File: config.mk
export PLATFORM = sky130hd
export DESIGN_NAME = cals_core
export DESIGN_NICKNAME = d
export VERILOG_FILES = /design/src/rtl/cals_pkg.sv /design/src/rtl/cals_core.sv
export SDC_FILE = /design/constraint.sdc
export NUM_CORES = 2
export LEC_CHECK = 0
export BUFFER_PORTS_ARGS = -buffer_cell sky130_fd_sc_hd__buf_2
export CAP_MARGIN = 5
export CORE_ASPECT_RATIO = 2
export CORE_MARGIN = 5
export CORE_UTILIZATION = 40
export CTS_CLUSTER_SIZE = 25
export DETAILED_ROUTE_END_ITERATION = 12
export PLACE_DENSITY = 0.53
export SLEW_MARGIN = 20
export SYNTH_ARGS = -nofsm -noshare
export SYNTH_HDL_FRONTEND = slang
export SYNTH_SLANG_ARGS = --single-unit
File: constraint.sdc
create_clock -name mclk -period 133.3 [get_ports mclk]
set_clock_uncertainty 0.05 [all_clocks]
set_input_delay 13.33 -clock mclk [delete_from_list [all_inputs] [get_ports mclk]]
set_output_delay 13.33 -clock mclk [all_outputs]
set_load 0.02 [all_outputs]
File: src/rtl/cals_pkg.sv
// Shared constants and types for the card application list selection sequencer
package cals_pkg;
    // ------------------------------------------------------------
    // Sizes
    // ------------------------------------------------------------
    localparam int AID_N = 8;
    localparam int CAND_N = 4;
    localparam int NAME_W = 128;

    // ------------------------------------------------------------
    // Register offsets
    // ------------------------------------------------------------
    localparam logic [7:0] A_CTRL = 8'h00;
    localparam logic [7:0] A_STAT = 8'h04;
    localparam logic [7:0] A_HOLDER = 8'h08;
    localparam logic [7:0] A_AIDW0 = 8'h10;
    localparam logic [7:0] A_AIDW3 = 8'h1c;
    localparam logic [7:0] A_AIDCMT = 8'h20;
    localparam logic [7:0] A_CAND0 = 8'h40;
    localparam logic [7:0] A_CAND3 = 8'h4c;

    // ------------------------------------------------------------
    // Field positions
    // ------------------------------------------------------------
    localparam int CTRL_START = 0;
    localparam int CTRL_DIR_OK = 1;
    localparam int CTRL_DIR_FOUND = 2;
    localparam int CTRL_CONF_CAP = 3;
    localparam int CTRL_AUTO = 4;
    localparam int CTRL_CNT_LSB = 8;
    localparam int HOLD_APPROVE = 0;
    localparam int HOLD_DECLINE = 1;
    localparam int HOLD_RANK_LSB = 4;
    localparam int HOLD_CHOOSE = 8;
    localparam int CMT_LEN_LSB = 0;
    localparam int CMT_PREFIX = 8;
    localparam int CMT_IDX_LSB = 16;
    localparam int API_CONF = 7;
    localparam int API_PRIO_LSB = 0;
    localparam int STAT_CNT_LSB = 12;
    localparam int STAT_OVF = 16;
    localparam int STAT_NEED_CONF = 17;
    localparam int STAT_DONE = 18;
    localparam int STAT_TERM = 19;
    localparam int STAT_PICK_LSB = 20;

    // ------------------------------------------------------------
    // Codes
    // ------------------------------------------------------------
    localparam logic [15:0] SW_OK = 16'h9000;
    localparam logic [15:0] SW_APP_BLOCKED = 16'h6283;
    localparam logic [15:0] SW_CARD_BLOCKED = 16'h6a81;
    localparam logic [7:0] P2_FIRST = 8'h00;
    localparam logic [7:0] P2_NEXT = 8'h02;
    localparam logic [3:0] PRIO_NONE = 4'h0;
    localparam logic [4:0] PRIO_KEY_NONE = 5'h10;

    typedef enum logic [9:0] {
        ST_IDLE = 10'h001,
        ST_SEL = 10'h002,
        ST_WAIT = 10'h004,
        ST_FCHK = 10'h008,
        ST_CONF = 10'h010,
        ST_CHOOSE = 10'h020,
        ST_FSEL = 10'h040,
        ST_FWAIT = 10'h080,
        ST_DONE = 10'h100,
        ST_TERM = 10'h200
    } cals_state_t;

    typedef struct packed {
        logic [NAME_W-1:0] name;
        logic [4:0] len;
        logic prefix;
    } cals_aid_t;

    typedef struct packed {
        logic [NAME_W-1:0] name;
        logic [4:0] len;
        logic [7:0] api;
    } cals_cand_t;

    typedef struct packed {
        logic req;
        logic final_sel;
        logic [7:0] p2;
        logic [4:0] len;
        logic [NAME_W-1:0] name;
    } cals_sel_cmd_t;

    typedef struct packed {
        logic valid;
        logic [15:0] sw;
        logic [4:0] len;
        logic [NAME_W-1:0] name;
        logic [7:0] api;
    } cals_card_rsp_t;

    typedef struct packed {
        cals_state_t state;
        logic [15:0] ctrl;
        logic [3:0][31:0] stage;
        cals_aid_t [AID_N-1:0] aid;
        cals_cand_t [CAND_N-1:0] cand;
        logic [2:0] aid_idx;
        logic next;
        logic [2:0] cand_cnt;
        logic [1:0] pick;
        logic ovf;
        logic need_conf;
        logic by_holder;
        cals_sel_cmd_t sel;
        logic [31:0] rdata;
        logic done;
        logic term;
    } cals_st_t;

    localparam cals_st_t ST_RESET = '{state: ST_IDLE, default: '0};
endpackage

File: src/rtl/cals_core.sv
// Terminal application list walk and final selection sequencer
// Summary of operation
// RULE1: Walk own identifier list when directory unsupported or yielded nothing.
// RULE2: First SELECT names the first identifier in the terminal list.
// RULE3: Status 6A81 on a list SELECT ends the card session.
// RULE4: On 9000 or 6283 classify returned name as exact or partial match.
// RULE5: Card returns name equal to identifier, or longer and starting with it.
// RULE6: Exact match with 9000 appends the entry, then advances.
// RULE7: Exact match with 6283 adds nothing, then advances.
// RULE8: Any other status skips to the next identifier.
// RULE9: Advance issues next SELECT; list end starts final selection.
// RULE10: Partial match with single occurrence allowed adds nothing, issues select-next.
// RULE11: Partial match, multiple allowed: add only on 9000, always select-next.
// RULE12: Select-next repeats same name with P2 set to 02.
// RULE13: Each entry keeps card name and priority byte.
// RULE14: Empty list at final selection terminates.
// RULE15: Single entry: b8 clear selects, b8 set needs approval else terminate.
// RULE16: Automatic choice takes highest priority, skipping b8 entries without confirmation.
// RULE17: Offered list is in priority order, ties in encounter order.
// RULE18: Final SELECT uses the name returned by the card.
// RULE19: Final SELECT other than 9000 removes entry, restarts at empty check.
// RULE20: After a chosen or confirmed entry is removed, confirmation is always required.
// RULE21: Priority byte: b8 confirm, b4-b1 priority, zero means none, 1 highest.
// RULE22: Each identifier stores its matching criterion, exact or prefix.
// RULE23: Candidate store has fixed capacity; extra entries dropped, overflow flagged.
module cals_core
    import cals_pkg::*;
(
    // Clock and reset
    input wire logic mclk,
    input wire logic nrst,
    // Register port
    input wire logic [7:0] reg_addr,
    input wire logic [31:0] reg_wdata,
    input wire logic reg_wr,
    input wire logic reg_rd,
    output logic [31:0] reg_rdata,
    // Card command link
    output cals_sel_cmd_t sel_cmd,
    input wire cals_card_rsp_t card_rsp,
    // Outcome
    output logic app_selected,
    output logic session_end
);
    // ------------------------------------------------------------
    // Reset release
    // ------------------------------------------------------------
    logic [1:0] rst_sync_r;
    logic rst_n;
    always_ff @(posedge mclk or negedge nrst) begin
        if (!nrst) begin
            rst_sync_r <= 2'h0;
        end else begin
            rst_sync_r <= {rst_sync_r[0], 1'b1};
        end
    end
    assign rst_n = rst_sync_r[1];

    cals_st_t s_r;
    cals_st_t s_nxt;

    // ------------------------------------------------------------
    // Helpers
    // ------------------------------------------------------------
    function automatic logic [4:0] prio_key(input logic [7:0] api);
        if (api[API_PRIO_LSB+:4] == PRIO_NONE) begin // RULE21
            return PRIO_KEY_NONE;
        end
        return {1'b0, api[API_PRIO_LSB+:4]};
    endfunction

    function automatic logic [1:0] rank_of(input cals_cand_t [CAND_N-1:0] c, input logic [2:0] cnt, input int j);
        logic [4:0] kj;
        logic [4:0] kk;
        logic [1:0] r;
        r = 2'h0;
        kj = prio_key(c[j].api);
        for (int k = 0; k < CAND_N; k++) begin
            kk = prio_key(c[k].api);
            if (k < int'(cnt) && (kk < kj || (kk == kj && k < j))) begin // RULE17
                r = r + 2'h1;
            end
        end
        return r;
    endfunction

    function automatic logic [1:0] at_rank(input cals_cand_t [CAND_N-1:0] c, input logic [2:0] cnt,
                                           input logic [1:0] r);
        logic [1:0] idx;
        idx = 2'h0;
        for (int j = 0; j < CAND_N; j++) begin
            if (j < int'(cnt) && rank_of(c, cnt, j) == r) begin
                idx = 2'(j);
            end
        end
        return idx;
    endfunction

    function automatic logic [NAME_W-1:0] name_mask(input logic [4:0] len);
        return ~({NAME_W{1'b1}} >> {len, 3'h0});
    endfunction

    // Match of the returned name against the current identifier
    cals_aid_t cur_aid;
    logic prefix_eq;
    logic exact_m;
    logic part_m;
    logic sw_ok;
    logic sw_blk;
    logic sw_card_blk;
    assign cur_aid = s_r.aid[s_r.aid_idx];
    assign prefix_eq = ((card_rsp.name ^ cur_aid.name) & name_mask(cur_aid.len)) == '0;
    assign exact_m = prefix_eq && card_rsp.len == cur_aid.len; // RULE4
    assign part_m = prefix_eq && card_rsp.len > cur_aid.len; // RULE4
    assign sw_ok = card_rsp.sw == SW_OK;
    assign sw_blk = card_rsp.sw == SW_APP_BLOCKED;
    assign sw_card_blk = card_rsp.sw == SW_CARD_BLOCKED;

    // ------------------------------------------------------------
    // Next state
    // ------------------------------------------------------------
    always_comb begin
        logic advance;
        logic add;
        logic best_found;
        logic [1:0] best_idx;
        logic [1:0] best_rank;
        logic [1:0] r;
        logic start;
        logic conf_cap;
        logic [1:0] hold_rank;
        advance = 1'b0;
        add = 1'b0;
        best_found = 1'b0;
        best_idx = 2'h0;
        best_rank = 2'h0;
        r = 2'h0;
        s_nxt = s_r;
        s_nxt.sel.req = 1'b0;
        s_nxt.rdata = 32'h0;
        start = reg_wr && reg_addr == A_CTRL && reg_wdata[CTRL_START];
        conf_cap = s_r.ctrl[CTRL_CONF_CAP];
        hold_rank = reg_wdata[HOLD_RANK_LSB+:2];

        // Register writes
        if (reg_wr) begin
            if (reg_addr == A_CTRL) begin
                s_nxt.ctrl = {reg_wdata[15:1], 1'b0};
            end
            if (reg_addr >= A_AIDW0 && reg_addr <= A_AIDW3) begin
                s_nxt.stage[3 - int'(reg_addr[3:2])] = reg_wdata;
            end
            if (reg_addr == A_AIDCMT) begin
                s_nxt.aid[reg_wdata[CMT_IDX_LSB+:3]].name = s_r.stage;
                s_nxt.aid[reg_wdata[CMT_IDX_LSB+:3]].len = reg_wdata[CMT_LEN_LSB+:5];
                s_nxt.aid[reg_wdata[CMT_IDX_LSB+:3]].prefix = reg_wdata[CMT_PREFIX]; // RULE22
            end
        end

        // Register reads, answered in the next cycle
        if (reg_rd) begin
            if (reg_addr == A_CTRL) begin
                s_nxt.rdata = {16'h0, s_r.ctrl};
            end else if (reg_addr == A_STAT) begin
                s_nxt.rdata = {10'h0, s_r.pick, s_r.term, s_r.done, s_r.need_conf, s_r.ovf,
                               1'b0, s_r.cand_cnt, 2'h0, s_r.state};
            end else if (reg_addr >= A_CAND0 && reg_addr <= A_CAND3) begin
                r = reg_addr[3:2];
                if ({1'b0, r} < s_r.cand_cnt) begin // RULE17
                    s_nxt.rdata = {15'h0, 1'b1, 3'h0, s_r.cand[at_rank(s_r.cand, s_r.cand_cnt, r)].len,
                                   s_r.cand[at_rank(s_r.cand, s_r.cand_cnt, r)].api};
                end
            end
        end

        unique case (s_r.state)
            ST_IDLE, ST_DONE, ST_TERM: begin
                if (start) begin
                    s_nxt.cand_cnt = 3'h0;
                    s_nxt.ovf = 1'b0;
                    s_nxt.need_conf = 1'b0;
                    s_nxt.by_holder = 1'b0;
                    s_nxt.done = 1'b0;
                    s_nxt.term = 1'b0;
                    s_nxt.aid_idx = 3'h0;
                    s_nxt.next = 1'b0;
                    if (!reg_wdata[CTRL_DIR_OK] || !reg_wdata[CTRL_DIR_FOUND]) begin // RULE1
                        s_nxt.state = (reg_wdata[CTRL_CNT_LSB+:4] == 4'h0) ? ST_FCHK : ST_SEL;
                    end else begin
                        s_nxt.state = ST_IDLE;
                    end
                end
            end
            ST_SEL: begin
                s_nxt.sel.req = 1'b1; // RULE2
                s_nxt.sel.final_sel = 1'b0;
                s_nxt.sel.name = cur_aid.name;
                s_nxt.sel.len = cur_aid.len;
                s_nxt.sel.p2 = s_r.next ? P2_NEXT : P2_FIRST; // RULE12
                s_nxt.state = ST_WAIT;
            end
            ST_WAIT: begin
                if (card_rsp.valid) begin
                    if (sw_card_blk) begin
                        s_nxt.state = ST_TERM; // RULE3
                        s_nxt.term = 1'b1;
                    end else if ((sw_ok || sw_blk) && exact_m) begin
                        add = sw_ok; // RULE6 RULE7
                        advance = 1'b1;
                    end else if ((sw_ok || sw_blk) && part_m) begin
                        add = cur_aid.prefix && sw_ok; // RULE10 RULE11
                        s_nxt.next = 1'b1; // RULE12
                        s_nxt.state = ST_SEL;
                    end else begin
                        advance = 1'b1; // RULE8
                    end
                end
            end
            ST_FCHK: begin
                if (s_r.cand_cnt == 3'h0) begin
                    s_nxt.state = ST_TERM; // RULE14
                    s_nxt.term = 1'b1;
                end else if (s_r.cand_cnt == 3'h1) begin
                    s_nxt.pick = 2'h0;
                    if (!s_r.cand[0].api[API_CONF] && !s_r.need_conf) begin // RULE15 RULE20
                        s_nxt.state = ST_FSEL;
                    end else if (conf_cap) begin
                        s_nxt.state = ST_CONF;
                    end else begin
                        s_nxt.state = ST_TERM;
                        s_nxt.term = 1'b1;
                    end
                end else if (s_r.ctrl[CTRL_AUTO] && !s_r.need_conf) begin
                    for (int j = 0; j < CAND_N; j++) begin
                        r = rank_of(s_r.cand, s_r.cand_cnt, j);
                        if (j < int'(s_r.cand_cnt) && (!s_r.cand[j].api[API_CONF] || conf_cap)
                            && (!best_found || r < best_rank)) begin // RULE16
                            best_found = 1'b1;
                            best_rank = r;
                            best_idx = 2'(j);
                        end
                    end
                    s_nxt.pick = best_idx;
                    s_nxt.state = best_found ? ST_FSEL : ST_TERM;
                    s_nxt.term = !best_found;
                end else if (conf_cap || !s_r.need_conf) begin
                    s_nxt.state = ST_CHOOSE; // RULE20
                end else begin
                    s_nxt.state = ST_TERM;
                    s_nxt.term = 1'b1;
                end
            end
            ST_CONF: begin
                if (reg_wr && reg_addr == A_HOLDER && reg_wdata[HOLD_APPROVE]) begin // RULE15
                    s_nxt.by_holder = 1'b1;
                    s_nxt.state = ST_FSEL;
                end else if (reg_wr && reg_addr == A_HOLDER && reg_wdata[HOLD_DECLINE]) begin
                    s_nxt.state = ST_TERM;
                    s_nxt.term = 1'b1;
                end
            end
            ST_CHOOSE: begin
                if (reg_wr && reg_addr == A_HOLDER && reg_wdata[HOLD_CHOOSE]
                    && {1'b0, hold_rank} < s_r.cand_cnt) begin // RULE17
                    s_nxt.pick = at_rank(s_r.cand, s_r.cand_cnt, hold_rank);
                    s_nxt.by_holder = 1'b1;
                    s_nxt.state = ST_FSEL;
                end else if (reg_wr && reg_addr == A_HOLDER && reg_wdata[HOLD_DECLINE]) begin
                    s_nxt.state = ST_TERM;
                    s_nxt.term = 1'b1;
                end
            end
            ST_FSEL: begin
                s_nxt.sel.req = 1'b1;
                s_nxt.sel.final_sel = 1'b1;
                s_nxt.sel.name = s_r.cand[s_r.pick].name; // RULE18
                s_nxt.sel.len = s_r.cand[s_r.pick].len;
                s_nxt.sel.p2 = P2_FIRST;
                s_nxt.state = ST_FWAIT;
            end
            ST_FWAIT: begin
                if (card_rsp.valid) begin
                    if (sw_ok) begin
                        s_nxt.state = ST_DONE;
                        s_nxt.done = 1'b1;
                    end else begin
                        for (int i = 0; i < CAND_N - 1; i++) begin // RULE19
                            if (i >= int'(s_r.pick)) begin
                                s_nxt.cand[i] = s_r.cand[i + 1];
                            end
                        end
                        s_nxt.cand[CAND_N-1] = '0;
                        s_nxt.cand_cnt = s_r.cand_cnt - 3'h1;
                        s_nxt.need_conf = s_r.need_conf || s_r.by_holder; // RULE20
                        s_nxt.by_holder = 1'b0;
                        s_nxt.state = ST_FCHK;
                    end
                end
            end
            default: begin
                s_nxt.state = ST_IDLE;
            end
        endcase

        if (add) begin
            if (s_r.cand_cnt < 3'(CAND_N)) begin
                s_nxt.cand[s_r.cand_cnt[1:0]].name = card_rsp.name; // RULE13
                s_nxt.cand[s_r.cand_cnt[1:0]].len = card_rsp.len;
                s_nxt.cand[s_r.cand_cnt[1:0]].api = card_rsp.api;
                s_nxt.cand_cnt = s_r.cand_cnt + 3'h1;
            end else begin
                s_nxt.ovf = 1'b1; // RULE23
            end
        end
        if (advance) begin
            s_nxt.next = 1'b0;
            if ({1'b0, s_r.aid_idx} + 4'h1 >= s_r.ctrl[CTRL_CNT_LSB+:4]) begin // RULE9
                s_nxt.state = ST_FCHK;
            end else begin
                s_nxt.aid_idx = s_r.aid_idx + 3'h1;
                s_nxt.state = ST_SEL;
            end
        end
    end

    always_ff @(posedge mclk or negedge rst_n) begin
        if (!rst_n) begin
            s_r <= ST_RESET;
        end else begin
            s_r <= s_nxt;
        end
    end

    assign reg_rdata = s_r.rdata;
    assign sel_cmd = s_r.sel;
    assign app_selected = s_r.done;
    assign session_end = s_r.term;
endmodule

## Word level (Yosys, flattened, before mapping)

Cells that the tools add are included.

| cells by class | value |
|---|---|
| $add $sub $neg | 35 |
| $lt $le $gt $ge | 68 |
| equality and inequality tests | 65 |
| shift operators | 1 |
| mux-type cells | 460 |
| bitwise operators | 3 |
| reduce and logical (&&, ||, !) cells | 137 |

Operators by type and width:

| cell | count |
|---|---|
| $bwmux W1072 | 3 |
| $mux W564 | 5 |
| $bwmux W564 | 3 |
| $demux W134 S3 | 3 |
| $demux W141 S2 | 3 |
| $mux W141 | 5 |
| $bmux W141 S2 | 2 |
| $mux W2 | 208 |
| $bmux W134 S3 | 1 |
| $mux W5 | 60 |
| $pmux W143 S2 | 1 |
| $mux W134 | 2 |
| $lt A5 B5 Y1 | 40 |
| $mux W10 | 17 |
| $mux W32 | 5 |
| $and A128 B128 Y128 | 1 |
| $bwmux W128 | 1 |
| $logic_not A128 Y1 | 1 |
| $not A128 Y128 | 1 |
| $shr A128 B8 Y128 const A | 1 |
| $xor A128 B128 Y128 | 1 |
| $mux W1 | 114 |
| $eq A5 B5 Y1 | 19 |
| $pmux W10 S8 | 1 |
| 73 further kinds | 271 |

| word-level totals | value |
|---|---|
| register bits after elaboration | 1980 |
| output and inout bits | 177 |
| logic and storage cells | 827 |

## Longest topological paths before layout

| depth | value |
|---|---|
| depth after elaboration | 67 |
| gate-level depth with buffers | 29 |
| mapped depth without buffers | 29 |

## Worst setup path after synthesis

Ideal clock, no wire load.

| path | value |
|---|---|
| kind | input-to-reg |
| start | input reg_addr[1] |
| end | register s_r[753] (netlist name) |
| arrival time | 16168 ps |
| slack | 116957 ps |
| stages on the path | 8 |
| path through | or3_1 or4b_2 nor3_1 nand3b_1 nor3_1 clkbuf_1 clkbuf_1 mux2_2 |

| between the ends | value |
|---|---|
| longest elaborated chain between the ends | 2 |

RTL lines:

| item | line | text |
|---|---|---|
| from (decl) | cals_core.sv:33 | `input wire logic [7:0] reg_addr,` |
| $eq A8 B6 Y1 | cals_core.sv:153 | `if (reg_addr == A_AIDCMT) begin` |
| $reduce_and A2 Y1 (no line) | - |  |
| to (signal assigned) | cals_core.sv:330 | `s_r <= s_nxt;` |
| to (decl) | cals_core.sv:59 | `cals_st_t s_r;` |

Every way passes these cells.
A chain may end at the register's enable or synchronous reset.

==> reports/results.tsv <==
stage	metric	value	unit
worst_setup_path	start_kind	primary input	
global_routing	grt_pass1_wl	467.5	mm
worst_setup_path	critPathCaptureType	flip-flop	
min_path	hp-class	reg -> reg	
power	power_density	13.51	nW/um^2
yosys	avgSynthCellArea	13.17	sq um
route	drt-initial-drc-count	4416	
route	totalWireLength	320.7	mm
sta	fin_crit	19.16	ns
clock_network	cts_inserted_buffers	187	
sta	slew_headroom	0.1564	
sta	hold_viol	0	
power	netSwitchingPower	437.8	uW
worst_setup_path	path_cells	buf_2 -> inv_1 -> and3_1 -> or4b_1 -> nor4_2 -> a32oi_1 -> nor3_2 -> nand4_4 -> nor2_4 -> buf_4 -> buf_4 -> buf_4 -> buf_4 -> mux2_2	
sta	post-route-period-util	0.1437	
clock_network	cts_buffer_depth	4	
worst_setup_path	path_class	in -> reg	
floorplan	io_pins	379	
layout	drive_above_1_share	0.3591	
clock_network	clk_pin_slew_worst_paths	0.07	ns
clock_network	cts_resized	0	
route	ant_nets	0	
clock_network	cts_max_level	4	
sta	fmax	0.05219	GHz
layout	post-route-util	0.4419	
worst_setup_path	cpMaxStageDelayCell	nor4_2	
global_routing	grt_pass1_vias	65140	
route	via_per_inst	5.704	
worst_setup_path	crit_required	133.96	ns
worst_setup_path	crit_path_max_incr_delay	0.99	ns
clock_network	insertion_delay	0.85	ns
job	drv_cap	0	
layout	final_area	106300	sq um
worst_setup_path	r2r_start	s_r[187]	
clock_network	cts_root_buf	clkbuf_16	
clock_network	cts_tree	built	
layout	syn2layout_area_growth	10.27	%
global_routing	grt_max_degree	178	
route	dr_total_vias	61350	
clock_network	cts_setup_buffers	0	
yosys	ys.flop_type	dfrtp_1	
floorplan	dieArea	251500	sq um
sta	setup_ws	114.14	ns
power	power.leakage	49.46	nW
power	ir_drop	9.552	uV
floorplan	num_rows	255	
sta	rsz0062_at_grt	false	
sta	fin_tns_setup	0	ns
yosys	syn_inst	7320	
floorplan	die_x	357.1	microns
placement	io_buffers	361	
yosys	synth_seq_cells	1963	
route	post_drt_wl_per_cell	29.81	microns
worst_setup_path	arrival	19.82	ns
worst_setup_path	crit_path_frequent_cell	buf_4	
placement	placed_cell_area	100100	sq um
floorplan	start_util	0.4007	
sta	maxSlewViolCount	0	
floorplan	coreArea	240600	sq um
layout	finalNetCount	7637	
route	drc	0	
route	first_pass_iters	5	
placement	dp_hpwl	206.9	mm
floorplan	dieHeight	704.3	microns
placement	place_ws	113.38	ns
global_routing	track_usage	0.2512	
status	outcome	finished, final reports clean	
power	p_clk_frac	0.382	
global_routing	overflow	0	
yosys	yosysWarnings	0	
sta	setup_viol	0	
placement	routabilityCongestion	0.8857	
worst_setup_path	startpoint	card_rsp[128]	
yosys	synthesis.area	96400	sq um
power	internal_power	997.9	uW
yosys	synth_edf_count	0	
clock_network	cts.sinks	1963	
worst_setup_path	cp_max_fo	41	
yosys	synth.distinct_cells	86	
min_path	worstHoldStart	rst_sync_r[0]	
yosys	async_flop_share	1.000	
power	combPwrFrac	0.174	
sta	worst_pin_slew	1.230	ns
power	swShare	0.3049	
yosys	ys_seq_area_frac	0.5096	
power	seq_power_share	0.444	
clock_network	hold_buffers	0	
global_routing	antenna_found_initial	45	
==> power groups by stage <==
| stage | Clock [mW] | Sequential, mW | Combinational [mW] |
|---|---|---|---|
| finish | 0.549 | 0.637 | 0.250 |
| global route | 0.583 | 0.640 | 0.264 |
| CTS | 0.563 | 0.638 | 0.252 |
| detailed placement | 0 | 0.649 | 0.251 |
| global placement | 0 | 0.649 | 0.250 |
| floorplan | 0 | 0.645 | 0.160 |
==> stage by stage <==
| stage | instances | hold WS [ns] | power, mW |
|---|---|---|---|
| 3_5_place_dp | 10400 | 0.2936 | 0.9005 |
| 5_1_grt | 10740 | 0.3158 | 1.487 |
| 6_report | 10760 | 0.3054 | 1.436 |
| 4_1_cts | 10730 | 0.3051 | 1.453 |
| 2_1_floorplan | 7336 | 0.2812 | 0.8049 |
| 3_3_place_gp | 10400 | 0.2897 | 0.8990 |
==> cells in the final DEF (no fill, tap or decap), drive strengths merged, types with 89 or more instances in the layout <==
master     n
buf      505
a22oi    102
inv      197
mux4     249
o211ai    89
nand2    691
mux2i    879
dfrtp   1962
clkbuf   274
mux2    1624
==> Yosys cell counts, drive strengths merged (84+ instances only) <==
cell type / number / area share
a22oi: 102 / 0.0079
buf: 356 / 0.027
clkbuf: 292 / 0.011
dfrtp: 1962 / 0.51
inv: 195 / 0.0076
mux2: 1624 / 0.19
mux2i: 879 / 0.091
mux4: 249 / 0.058
nand2: 691 / 0.027
o211ai: 89 / 0.0069
o21ai: 84 / 0.0044
xnor2: 88 / 0.0080
==> flip-flops by register name, indices dropped and copies added (netlist names) <==
| signal | count |
|---|---|
| s_r | 1801 |
| sel_cmd | 136 |
| reg_rdata | 22 |
| rst_sync_r | 2 |
| app_selected | 1 |
| session_end | 1 |
==> layout make-up <==
class | count | area, sq um
antenna | 24 | 60.06
multi-input combinational | 4529 | 43090
fill | 22130 | 134300
timing repair buffer | 506 | 3163
clock buffer | 273 | 5448
tap | 3212 | 4019
sequential | 1963 | 49150
inverter | 196 | 735.7
clock inverter | 54 | 641.9
==> per-layer routing <==
metal	global-route usage	wire length [microns]
met5	0	162
met2	0.4317	159300
met3	0.03245	14890
met1	0.3229	132500
met4	0.09590	13880
==> worst max-delay path: cells and delay by family <==
family          cells  cell delay [ns]
mux                 1             0.41
compound gates      1             0.28
buf+inv             6             3.02
simple gates        6             2.54
==> path summary, 6_finish.rpt <==
path / slack (ns) / end / depth (start not counted)
min in group asynchronous: 0.42 / s_r[180] / 0
worst max-delay path: 114.14 / s_r[533] / 14
worst min-delay path: 0.31 / rst_sync_r[1] / 0
max in group asynchronous: 120.77 / rst_sync_r[1] / 1
worst min register to register: 0.31 / rst_sync_r[1] / 0
worst max register to register: 122.37 / s_r[533] / 18
==> cell families (layout without fill, tap and decap cells) <==
| family | after synthesis | in the layout | synth area share |
|---|---|---|---|
| AO/OA/AOI/OAI | 544 | 544 | 0.03931 |
| XOR/XNOR | 97 | 97 | 0.008968 |
| adder cells (fa/ha/maj) | 54 | 54 | 0.006956 |
| buffers and inverters | 844 | 1029 | 0.04640 |
| flip-flops | 1963 | 1963 | 0.5096 |
| multiplexers | 2752 | 2752 | 0.3391 |
| other | 2 | 42 | 0.00007790 |
| AND/OR/NAND/NOR | 1064 | 1064 | 0.04960 |
Note: power is estimated with default switching activity, not from simulation.
